### src/hw/rapc_pkg.sv
// Constants for the repeater accessory port control block.
// Assumes a single 25 MHz clock and an AXI4-Lite register bus.
package rapc_pkg;
	// Register byte addresses
	localparam logic [7:0] ADDR_CTRL = 8'h00;
	localparam logic [7:0] ADDR_PINS = 8'h04;
	localparam logic [7:0] ADDR_STAT = 8'h08;
	// Control register fields
	localparam int CTRL_UNFILT   = 0;
	localparam int CTRL_DEEMPH   = 1;
	localparam int CTRL_PREEMPH  = 2;
	localparam int CTRL_PRIO_LSB = 3;
	localparam int CTRL_RPTDIS   = 5;
	localparam int CTRL_MODE_LSB = 6;
	localparam logic [31:0] CTRL_RST  = 32'h0000_0000;
	localparam logic [31:0] CTRL_MASK = 32'h0000_00FF;
	// Pin configuration fields
	localparam int NUM_IN       = 4;
	localparam int NUM_OUT      = 3;
	localparam int PIN_IPOL_LSB = 0;
	localparam int PIN_OPOL_LSB = 4;
	localparam int PIN_KTT_LSB  = 8;
	localparam int PIN_MON_LSB  = 10;
	localparam int PIN_KD_LSB   = 12;
	localparam logic [31:0] PINS_RST  = 32'h0000_2400;
	localparam logic [31:0] PINS_MASK = 32'h0000_3F7F;
	// Output pin positions
	localparam int OUT_SQ   = 0;
	localparam int OUT_TONE = 1;
	localparam int OUT_ANT  = 2;
	// Status fields
	localparam int STAT_GRANT_LSB = 0;
	localparam int STAT_TXKEY     = 2;
	localparam int STAT_BUSY      = 3;
	localparam int STAT_UNMUTE    = 4;
	localparam int STAT_PINS_LSB  = 8;
	localparam int STAT_OUTS_LSB  = 12;
	// Field codes
	localparam logic [1:0] PRIO_NONE  = 2'h0;
	localparam logic [1:0] PRIO_EXT   = 2'h1;
	localparam logic [1:0] PRIO_RPT   = 2'h2;
	localparam logic [1:0] MODE_ANA   = 2'h0;
	localparam logic [1:0] MODE_DIG   = 2'h1;
	localparam logic [1:0] MODE_MIXED = 2'h2;
	localparam logic [1:0] GRANT_IDLE = 2'h0;
	localparam logic [1:0] GRANT_EXT  = 2'h1;
	localparam logic [1:0] GRANT_RPT  = 2'h2;
	localparam logic [1:0] GRANT_DIG  = 2'h3;
	localparam logic [1:0] RESP_OKAY  = 2'h0;
	localparam logic [1:0] RESP_SLVERR = 2'h2;
	typedef enum logic [1:0] {ARB_IDLE, ARB_EXT, ARB_RPT, ARB_DIG} rapc_arb_t;
endpackage

### src/hw/rapc_top.sv
// Transmitter arbitration, audio path selection and programmable pins
// for a repeater rear accessory port, with an AXI4-Lite register slave.
// Assumes all inputs synchronous to mclk except acc_in, which is resynced.
//
// Notes on behaviour
// - Band-limited type passes only 300 Hz to 3 kHz to rx output and tx.
// - Unfiltered type routes audio without filtering to tx, rx output, speaker.
// - Separate enables for rx de-emphasis and tx pre-emphasis.
// - Unfiltered type forces all accessory emphasis off.
// - With repeat path enabled, priority setting picks key-to-talk or repeat.
// - Priority none grants the transmitter first come, first served.
// - Mixed mode arbitrates digital transmissions first come, ignoring priority.
// - Repeat-path disable keys transmitter only on external key-to-talk in analog mode.
// - Mixed mode still repeats over-air digital traffic despite repeat disable.
// - Each programmable pin has polarity; key-to-talk assignable to any pin.
// - Mixed mode: key-to-talk on busy channel raises busy alert tone.
// - Squelch-detect output follows squelch detection.
// - Tone-code-detect output follows qualifying tone-code reception.
// - Mixed mode: detect outputs also active on digital call or station id.
// - Mixed mode: detect outputs drop only when all their conditions are false.
// - Monitor forces carrier squelch; RF signal enables rx audio and speaker.
// - Mixed mode monitor: digital activity gives busy tone, stays muted.
// - Knockdown acts as repeat disable, tx audio from tx audio input.
// - Knockdown release returns to normal; qualified RF may key again.
// - Mixed mode ignores knockdown during a digital transmission.
// - Antenna relay active in transmit, inactive in idle or receive.
// - Antenna relay disabled in digital and mixed modes.
`timescale 1ns/1ps
module rapc_top
(
	input  wire logic                          mclk,          // 25 MHz clock
	input  wire logic                          rst,           // Sync reset, high
	input  wire logic [7:0]                    s_axi_awaddr,  // Write address
	input  wire logic                          s_axi_awvalid, // Write address valid
	output logic                               s_axi_awready, // Write address ready
	input  wire logic [31:0]                   s_axi_wdata,   // Write data
	input  wire logic [3:0]                    s_axi_wstrb,   // Write strobes
	input  wire logic                          s_axi_wvalid,  // Write data valid
	output logic                               s_axi_wready,  // Write data ready
	output logic [1:0]                         s_axi_bresp,   // Write response
	output logic                               s_axi_bvalid,  // Write response valid
	input  wire logic                          s_axi_bready,  // Write response ready
	input  wire logic [7:0]                    s_axi_araddr,  // Read address
	input  wire logic                          s_axi_arvalid, // Read address valid
	output logic                               s_axi_arready, // Read address ready
	output logic [31:0]                        s_axi_rdata,   // Read data
	output logic [1:0]                         s_axi_rresp,   // Read response
	output logic                               s_axi_rvalid,  // Read data valid
	input  wire logic                          s_axi_rready,  // Read data ready
	input  wire logic [rapc_pkg::NUM_IN-1:0]   acc_in,        // Programmable input pins
	output logic [rapc_pkg::NUM_OUT-1:0]       acc_out,       // Programmable output pins
	input  wire logic                          squelch_det,   // Squelch detected
	input  wire logic                          tone_det,      // Tone-code rules met
	input  wire logic                          rf_carrier,    // RF carrier present
	input  wire logic                          repeat_req,    // Qualified RF wants repeat
	input  wire logic                          dig_rx_req,    // Digital over-air to repeat
	input  wire logic                          dig_tx_active, // Digital call incl hang
	input  wire logic                          station_identification, // Id transmitting
	input  wire logic                          chan_busy,     // Channel busy
	input  wire logic                          dig_activity,  // Digital channel activity
	output logic                               tx_key,        // Key transmitter
	output logic                               tx_from_input, // Tx audio from input pin
	output logic                               band_filt_en,  // 300 Hz-3 kHz filter on
	output logic                               rx_deemph,     // Rx de-emphasis on
	output logic                               tx_preemph,    // Tx pre-emphasis on
	output logic                               carrier_sq,    // Carrier squelch mode
	output logic                               rx_audio_en,   // Rx audio lines on
	output logic                               spkr_unmute,   // Speaker unmuted
	output logic                               busy_tone      // Busy alert tone
);
	logic [31:0]                    ctrl_q;
	logic [31:0]                    pins_q;
	logic [rapc_pkg::NUM_IN-1:0]    sync1_q;
	logic [rapc_pkg::NUM_IN-1:0]    sync2_q;
	logic [rapc_pkg::NUM_IN-1:0]    pin_on;
	rapc_pkg::rapc_arb_t            arb_q;
	rapc_pkg::rapc_arb_t            arb_d;
	logic                           aw_got_q;
	logic                           w_got_q;
	logic [7:0]                     waddr_q;
	logic [31:0]                    wdata_q;
	logic [3:0]                     wstrb_q;
	logic [31:0]                    wmask;
	logic [1:0]                     grant_code;
	logic [31:0]                    stat_word;
	logic                           unfilt;
	logic                           mixed;
	logic [1:0]                     prio;
	logic [1:0]                     mode;
	logic                           ktt_on;
	logic                           mon_on;
	logic                           kd_on;
	logic                           kd_eff;
	logic                           rpt_block;
	logic                           rpt_ok;
	logic                           dig_req;
	logic                           dig_ok;
	logic                           ana_ok;
	logic [rapc_pkg::NUM_OUT-1:0]   out_val;
	logic [rapc_pkg::NUM_OUT-1:0]   opol;

	assign unfilt = ctrl_q[rapc_pkg::CTRL_UNFILT];
	assign prio   = ctrl_q[rapc_pkg::CTRL_PRIO_LSB +: 2];
	assign mode   = ctrl_q[rapc_pkg::CTRL_MODE_LSB +: 2];
	assign mixed  = (mode == rapc_pkg::MODE_MIXED);
	assign ana_ok = (mode != rapc_pkg::MODE_DIG);
	assign dig_ok = (mode != rapc_pkg::MODE_ANA);
	assign opol   = pins_q[rapc_pkg::PIN_OPOL_LSB +: rapc_pkg::NUM_OUT];

	// Input resynchronisation
	always_ff @(posedge mclk)
	begin
		if (rst)
		begin
			sync1_q <= '0;
			sync2_q <= '0;
		end
		else
		begin
			sync1_q <= acc_in;
			sync2_q <= sync1_q;
		end
	end

	// Polarity and function mapping of input pins
	assign pin_on = sync2_q ^ pins_q[rapc_pkg::PIN_IPOL_LSB +: rapc_pkg::NUM_IN];
	assign ktt_on = pin_on[pins_q[rapc_pkg::PIN_KTT_LSB +: 2]];
	assign mon_on = pin_on[pins_q[rapc_pkg::PIN_MON_LSB +: 2]];
	assign kd_on  = pin_on[pins_q[rapc_pkg::PIN_KD_LSB +: 2]];

	// Knockdown is a temporary repeat disable, ignored during digital tx in mixed mode
	assign kd_eff    = kd_on && !(mixed && dig_tx_active);
	assign rpt_block = ctrl_q[rapc_pkg::CTRL_RPTDIS] || kd_eff;
	assign rpt_ok    = ana_ok && repeat_req && !rpt_block;
	assign dig_req   = dig_ok && dig_rx_req;

	// Transmitter arbitration; ties resolved at idle only
	always_comb
	begin
		arb_d = arb_q;
		case (arb_q)
			rapc_pkg::ARB_IDLE:
			begin
				if (dig_req)
					arb_d = rapc_pkg::ARB_DIG;
				else if (ktt_on && rpt_ok)
					arb_d = (prio == rapc_pkg::PRIO_RPT) ? rapc_pkg::ARB_RPT
						: rapc_pkg::ARB_EXT;
				else if (ktt_on)
					arb_d = rapc_pkg::ARB_EXT;
				else if (rpt_ok)
					arb_d = rapc_pkg::ARB_RPT;
			end
			rapc_pkg::ARB_EXT:
				if (!ktt_on)
					arb_d = rapc_pkg::ARB_IDLE;
			rapc_pkg::ARB_RPT:
				if (!rpt_ok)
					arb_d = rapc_pkg::ARB_IDLE;
			rapc_pkg::ARB_DIG:
				if (!dig_req)
					arb_d = rapc_pkg::ARB_IDLE;
			default:
				arb_d = rapc_pkg::ARB_IDLE;
		endcase
	end

	always_ff @(posedge mclk)
	begin
		if (rst)
			arb_q <= rapc_pkg::ARB_IDLE;
		else
			arb_q <= arb_d;
	end

	always_ff @(posedge mclk)
	begin
		if (rst)
		begin
			tx_key        <= 1'b0;
			tx_from_input <= 1'b0;
		end
		else
		begin
			tx_key        <= (arb_d != rapc_pkg::ARB_IDLE);
			tx_from_input <= (arb_d == rapc_pkg::ARB_EXT) || rpt_block;
		end
	end

	// Audio path selection
	always_ff @(posedge mclk)
	begin
		if (rst)
		begin
			band_filt_en <= 1'b0;
			rx_deemph    <= 1'b0;
			tx_preemph   <= 1'b0;
		end
		else
		begin
			band_filt_en <= !unfilt;
			rx_deemph    <= !unfilt && ctrl_q[rapc_pkg::CTRL_DEEMPH];
			tx_preemph   <= !unfilt && ctrl_q[rapc_pkg::CTRL_PREEMPH];
		end
	end

	// Monitor, unmute and busy tone
	always_ff @(posedge mclk)
	begin
		if (rst)
		begin
			carrier_sq  <= 1'b0;
			rx_audio_en <= 1'b0;
			spkr_unmute <= 1'b0;
			busy_tone   <= 1'b0;
		end
		else
		begin
			carrier_sq <= mon_on;
			if (mon_on)
			begin
				rx_audio_en <= rf_carrier && !(mixed && dig_activity);
				spkr_unmute <= rf_carrier && !(mixed && dig_activity);
			end
			else
			begin
				rx_audio_en <= squelch_det;
				spkr_unmute <= squelch_det;
			end
			busy_tone <= mixed && ((ktt_on && chan_busy) || (mon_on && dig_activity));
		end
	end

	// Detect and relay outputs with polarity
	always_comb
	begin
		out_val = '0;
		out_val[rapc_pkg::OUT_SQ]   = squelch_det
			|| (mixed && (dig_tx_active || station_identification));
		out_val[rapc_pkg::OUT_TONE] = tone_det
			|| (mixed && (dig_tx_active || station_identification));
		out_val[rapc_pkg::OUT_ANT]  = (mode == rapc_pkg::MODE_ANA)
			&& (arb_d != rapc_pkg::ARB_IDLE);
	end

	always_ff @(posedge mclk)
	begin
		if (rst)
			acc_out <= '0;
		else
			acc_out <= out_val ^ opol;
	end

	// AXI4-Lite write channel
	always_comb
	begin
		wmask = '0;
		for (int i = 0; i < 4; i++)
			wmask[i*8 +: 8] = {8{wstrb_q[i]}};
	end

	always_ff @(posedge mclk)
	begin
		if (rst)
		begin
			s_axi_awready <= 1'b0;
			aw_got_q      <= 1'b0;
			waddr_q       <= '0;
		end
		else if (s_axi_awvalid && s_axi_awready)
		begin
			s_axi_awready <= 1'b0;
			aw_got_q      <= 1'b1;
			waddr_q       <= s_axi_awaddr;
		end
		else if (s_axi_bvalid && s_axi_bready)
			aw_got_q <= 1'b0;
		else if (!aw_got_q && !s_axi_bvalid)
			s_axi_awready <= 1'b1;
	end

	always_ff @(posedge mclk)
	begin
		if (rst)
		begin
			s_axi_wready <= 1'b0;
			w_got_q      <= 1'b0;
			wdata_q      <= '0;
			wstrb_q      <= '0;
		end
		else if (s_axi_wvalid && s_axi_wready)
		begin
			s_axi_wready <= 1'b0;
			w_got_q      <= 1'b1;
			wdata_q      <= s_axi_wdata;
			wstrb_q      <= s_axi_wstrb;
		end
		else if (s_axi_bvalid && s_axi_bready)
			w_got_q <= 1'b0;
		else if (!w_got_q && !s_axi_bvalid)
			s_axi_wready <= 1'b1;
	end

	always_ff @(posedge mclk)
	begin
		if (rst)
		begin
			s_axi_bvalid <= 1'b0;
			s_axi_bresp  <= rapc_pkg::RESP_OKAY;
		end
		else if (s_axi_bvalid && s_axi_bready)
			s_axi_bvalid <= 1'b0;
		else if (aw_got_q && w_got_q && !s_axi_bvalid)
		begin
			s_axi_bvalid <= 1'b1;
			s_axi_bresp  <= (waddr_q[7:2] == rapc_pkg::ADDR_CTRL[7:2]
				|| waddr_q[7:2] == rapc_pkg::ADDR_PINS[7:2]
				|| waddr_q[7:2] == rapc_pkg::ADDR_STAT[7:2])
				? rapc_pkg::RESP_OKAY : rapc_pkg::RESP_SLVERR;
		end
	end

	// Configuration registers
	always_ff @(posedge mclk)
	begin
		if (rst)
		begin
			ctrl_q <= rapc_pkg::CTRL_RST;
			pins_q <= rapc_pkg::PINS_RST;
		end
		else if (aw_got_q && w_got_q && !s_axi_bvalid)
		begin
			if (waddr_q[7:2] == rapc_pkg::ADDR_CTRL[7:2])
				ctrl_q <= ((ctrl_q & ~wmask) | (wdata_q & wmask)) & rapc_pkg::CTRL_MASK;
			if (waddr_q[7:2] == rapc_pkg::ADDR_PINS[7:2])
				pins_q <= ((pins_q & ~wmask) | (wdata_q & wmask)) & rapc_pkg::PINS_MASK;
		end
	end

	// AXI4-Lite read channel
	always_comb
	begin
		case (arb_q)
			rapc_pkg::ARB_EXT: grant_code = rapc_pkg::GRANT_EXT;
			rapc_pkg::ARB_RPT: grant_code = rapc_pkg::GRANT_RPT;
			rapc_pkg::ARB_DIG: grant_code = rapc_pkg::GRANT_DIG;
			default:           grant_code = rapc_pkg::GRANT_IDLE;
		endcase
		stat_word = '0;
		stat_word[rapc_pkg::STAT_GRANT_LSB +: 2]             = grant_code;
		stat_word[rapc_pkg::STAT_TXKEY]                      = tx_key;
		stat_word[rapc_pkg::STAT_BUSY]                       = busy_tone;
		stat_word[rapc_pkg::STAT_UNMUTE]                     = spkr_unmute;
		stat_word[rapc_pkg::STAT_PINS_LSB +: rapc_pkg::NUM_IN] = sync2_q;
		stat_word[rapc_pkg::STAT_OUTS_LSB +: rapc_pkg::NUM_OUT] = acc_out;
	end

	always_ff @(posedge mclk)
	begin
		if (rst)
		begin
			s_axi_arready <= 1'b0;
			s_axi_rvalid  <= 1'b0;
			s_axi_rdata   <= '0;
			s_axi_rresp   <= rapc_pkg::RESP_OKAY;
		end
		else if (s_axi_arvalid && s_axi_arready)
		begin
			s_axi_arready <= 1'b0;
			s_axi_rvalid  <= 1'b1;
			s_axi_rresp   <= rapc_pkg::RESP_OKAY;
			case (s_axi_araddr[7:2])
				rapc_pkg::ADDR_CTRL[7:2]: s_axi_rdata <= ctrl_q;
				rapc_pkg::ADDR_PINS[7:2]: s_axi_rdata <= pins_q;
				rapc_pkg::ADDR_STAT[7:2]: s_axi_rdata <= stat_word;
				default:
				begin
					s_axi_rdata <= '0;
					s_axi_rresp <= rapc_pkg::RESP_SLVERR;
				end
			endcase
		end
		else if (s_axi_rvalid && s_axi_rready)
			s_axi_rvalid <= 1'b0;
		else if (!s_axi_rvalid)
			s_axi_arready <= 1'b1;
	end
endmodule

### config.mk
export PLATFORM = sky130hd
export DESIGN_NAME = rapc_top
export DESIGN_NICKNAME = d
export VERILOG_FILES = /design/src/hw/rapc_pkg.sv /design/src/hw/rapc_top.sv
export SDC_FILE = /design/constraint.sdc
export NUM_CORES = 1
export LEC_CHECK = 0
export BUFFER_PORTS_ARGS = -buffer_cell sky130_fd_sc_hd__buf_2
export CORE_ASPECT_RATIO = 1.4
export CORE_MARGIN = 2
export CORE_UTILIZATION = 30
export CTS_CLUSTER_DIAMETER = 40
export DETAILED_ROUTE_END_ITERATION = 7
export MAX_ROUTING_LAYER = met4
export SLEW_MARGIN = 20
export SYNTH_ARGS = -nofsm -noshare
export SYNTH_HDL_FRONTEND = slang
export SYNTH_SLANG_ARGS = --single-unit
### constraint.sdc
create_clock -name mclk -period 1.8 [get_ports mclk]
set_clock_uncertainty 0.2 [all_clocks]
set_input_delay 0.54 -clock mclk [delete_from_list [all_inputs] [get_ports mclk]]
set_output_delay 0.54 -clock mclk [all_outputs]
set_load 0.01 [all_outputs]
==> summary.txt <==
Placement
  • Dpl cells: 606
  • Post-detail-place hpwl: 6876 um
  • Placed Area: 4242 um2
  • Worst slack, placed: -0.2318 ns
  • Count of buffers from port buffering: 81
  • Routability Congestion: 0.8863

Worst hold path
  • Min-delay src: s_axi_wdata[3]
  • Worst hold stages: 2
  • Min-Delay Endpoint: wdata_q[3]$_SDFFE_PP0P_
  • Worst Hold Class: input port to flop

Yosys
  • Post-Syn Instances: 362
  • Yosys warns: 0
  • Synth cell types: 48
  • FF+latch count, synth: 88
  • Post-synth ARST share: 0
  • Sequential cell area fraction in the yosys report: 0.5034
  • Synth top area share: 0.5034
  • Dominant synthesized flop cell: dfxtp_1
  • Post-synth EDFFs: 0
  • Yosys top cell by area: dfxtp_1
  • Top post-synthesis cells by area: dfxtp_1 (50%), mux2i_1 (8.3%), nor2_1 (4.4%)
  • Syn Area/Cell: 9.667 um2
  • Synthesized area: 3500 um2

STA
  • Slew HR: 0.5042
  • RSZ-0062 raised after global routing: yes
  • Setup ws final: -0.1928 ns
  • Max-slew violation count: 0
  • FMAX: 501.8 MHz
  • Final hold vios: 0
  • Post-route setup TNS: -2.073 ns
  • Tcrit/Tclk final: 1.107
  • Worst slew pin tran: 0.7422 ns
  • Setup-failing EPs final: 26
  • Final critical-path required period: 1.993 ns
  • Final hold slack: 0.2140 ns

Setup path
  • Crit path capture type: flop
  • Crit start category: flop
  • Worst path required time: 1.87 ns
  • Setup CP Type: flop to flop
  • Crit-path cells: xor2_2 -> mux4_2 -> nor2b_4 -> a2111o_1 -> a21oi_2
  • Delay-heaviest family, CP: multiplexers
  • Max incr delay on CP: 0.53 ns
  • Worst path bufs/invs: 0
  • Arrival time worst endpoint: 2.06 ns
  • Reg2reg path depth: 5
  • Worst reg2reg setup slack: -0.19 ns
  • CP max-delay cell: mux4_2
  • Worst-path maximum fanout: 4
  • RR Endpoint: arb_q[1]$_SDFF_PP0_

CTS
  • CTS tree: done
  • Clk pin slew, worst setup/hold paths: 0.06 ns
  • Clock tree buffer depth: 2
  • Clock latency on the worst-skew pair: 0.33 ns
  • Root Buffer: clkbuf_16
  • Hold buffers post-CTS: 0
  • # H-tree levels: 3
  • Clk sinks: 88
  • Num CTS Buffers: 9

GRT
  • Total GRT Usage: 0.1494
  • Antenna violations before repair: 0
  • Largest net degree at the start of global routing: 31
  • Number of global-route vias before repair: 2921
  • Remaining Overflow, GRT: 0
  • First-pass GRT wire length: 14100 um

Floorplan
  • Ports: 125
  • Total core area: 11340 um2
  • Width of the die: 95.28 um
  • Die area: 12560 um2
  • Starting density of the core: 0.3087
  • Die Ht: 131.8 um
  • Std-Cell Rows: 46

Power
  • Peak supply drop: 0.4094 mV
  • LEAKAGE: 2.171 nW
  • Tot Pwr: 4.398 mW
  • Pwr per Cell Area: 936.6 nW/um2

Layout
  • Finished Layout Cells: 626
  • Fillers: 1132
  • Layout cells sized above 1: 0.3402
  • Final core occ: 0.4141
  • Cell area after layout: 4696 um2
  • Area Overhead vs Synth: 34.18%
  • Sequential cell area: 1769 um2
  • Multi-input gate area: 1637 um2
  • ANT cells: 0
  • Net count reported at finish: 550

Route
  • Routed len/inst: 14.31 um
  • Via count: 2877
  • Iteration-0 DRC count of the detailed router: 99
  • Vias per cell: 4.596
  • Antenna Violating Nets Remaining: 0
  • Total Wirelength: 8959 um
  • # DRC: 0
  • DR pass1 iterations: 4

Job
  • Max Cap Viol: 0

Outcome
  • Status: complete, but fails checks
  • Failing checks: setup timing
==> synthesized netlist by cell type (all sizes together) (3+ instances only) <==
| cell type | instances |
|---|---|
| o21ai | 12 |
| dfxtp | 88 |
| nand3 | 6 |
| xor2 | 6 |
| nand2 | 31 |
| nor2 | 41 |
| a22oi | 6 |
| buf | 25 |
| nor3 | 5 |
| mux2i | 29 |
| and2 | 5 |
| clkbuf | 15 |
| nand4 | 3 |
| a22o | 17 |
| nor2b | 14 |
| nand2b | 3 |
| a21oi | 22 |
| inv | 5 |
==> cell type report <==
type / count / share of cell area
clock buffer: 12 / 0.05462
clock inverter: 3 / 0.01386
inverter: 5 / 0.003997
multi-input combinational: 247 / 0.3485
sequential: 88 / 0.3768
tap: 144 / 0.03837
timing repair buffer: 127 / 0.1639
==> cell usage in the layout, fill, tap and decap left out, types with 3 or more instances in the layout <==
master / count
a21oi_1: 21
a22o_1: 16
a22oi_1: 6
and2_1: 5
buf_2: 81
buf_4: 42
buf_6: 3
clkbuf_16: 9
conb_1: 19
dfxtp_1: 82
dfxtp_2: 6
inv_1: 5
mux2i_1: 29
nand2_1: 31
nand2b_1: 3
nand3_1: 6
nand4_1: 3
nor2_1: 41
nor2b_1: 13
nor3_1: 4
o21ai_0: 12
xor2_1: 4
==> worst max-delay path by stage <==
stage	startpoint	endpoint	cells past startpoint
global route	sync2_q[2]$_SDFF_PP0_	tx_key$_SDFF_PP0_	6
global placement	dig_tx_active	acc_out[2]$_SDFF_PP0_	5
floorplan	flop	arb_q[1]$_SDFF_PP0_	5
detailed placement	flop	acc_out[2]$_SDFF_PP0_	5
finish	flop	arb_q[1]$_SDFF_PP0_	5
CTS	flop	arb_q[1]$_SDFF_PP0_	5
==> power breakdown <==
part | switching [mW] | internal [mW]
clock network | 0.707 | 1.28
registers | 0.0455 | 2.01
logic | 0.187 | 0.167
==> worst reg2reg max path: cells and delay by family (launching register included) <==
kind	cells	cell delay (ns)
AOI/OAI and AO/OA	2	0.51
and+or+nand+nor	1	0.17
DFF	1	0.33
muxes	1	0.53
xor gates and xnor gates	1	0.19
==> layer usage <==
layer,global-route usage,part of all wire
met1,0.1631,0.41
met4,0.06522,0.018
met2,0.2602,0.53
met5,-,0
met3,0.02573,0.046
==> cells by family (layout without fill, tap and decap cells) <==
| family | after synthesis | after routing | synth area share |
|---|---|---|---|
| DFF | 88 | 88 | 0.5034 |
| and+or+nand+nor | 119 | 119 | 0.1655 |
| buffers and inverters | 45 | 147 | 0.07043 |
| AOI/OAI and AO/OA | 70 | 70 | 0.1419 |
| xor gates and xnor gates | 7 | 7 | 0.01752 |
| muxes | 32 | 32 | 0.1001 |
| other | 1 | 19 | 0.001072 |
==> repair_timing <==
item	CTS	global route
gates resized for setup	9	13
setup endpoints to repair	21	29
pin swaps	6	14
setup buffers	4	4
No activity file was read; power rests on OpenSTA's default activity.
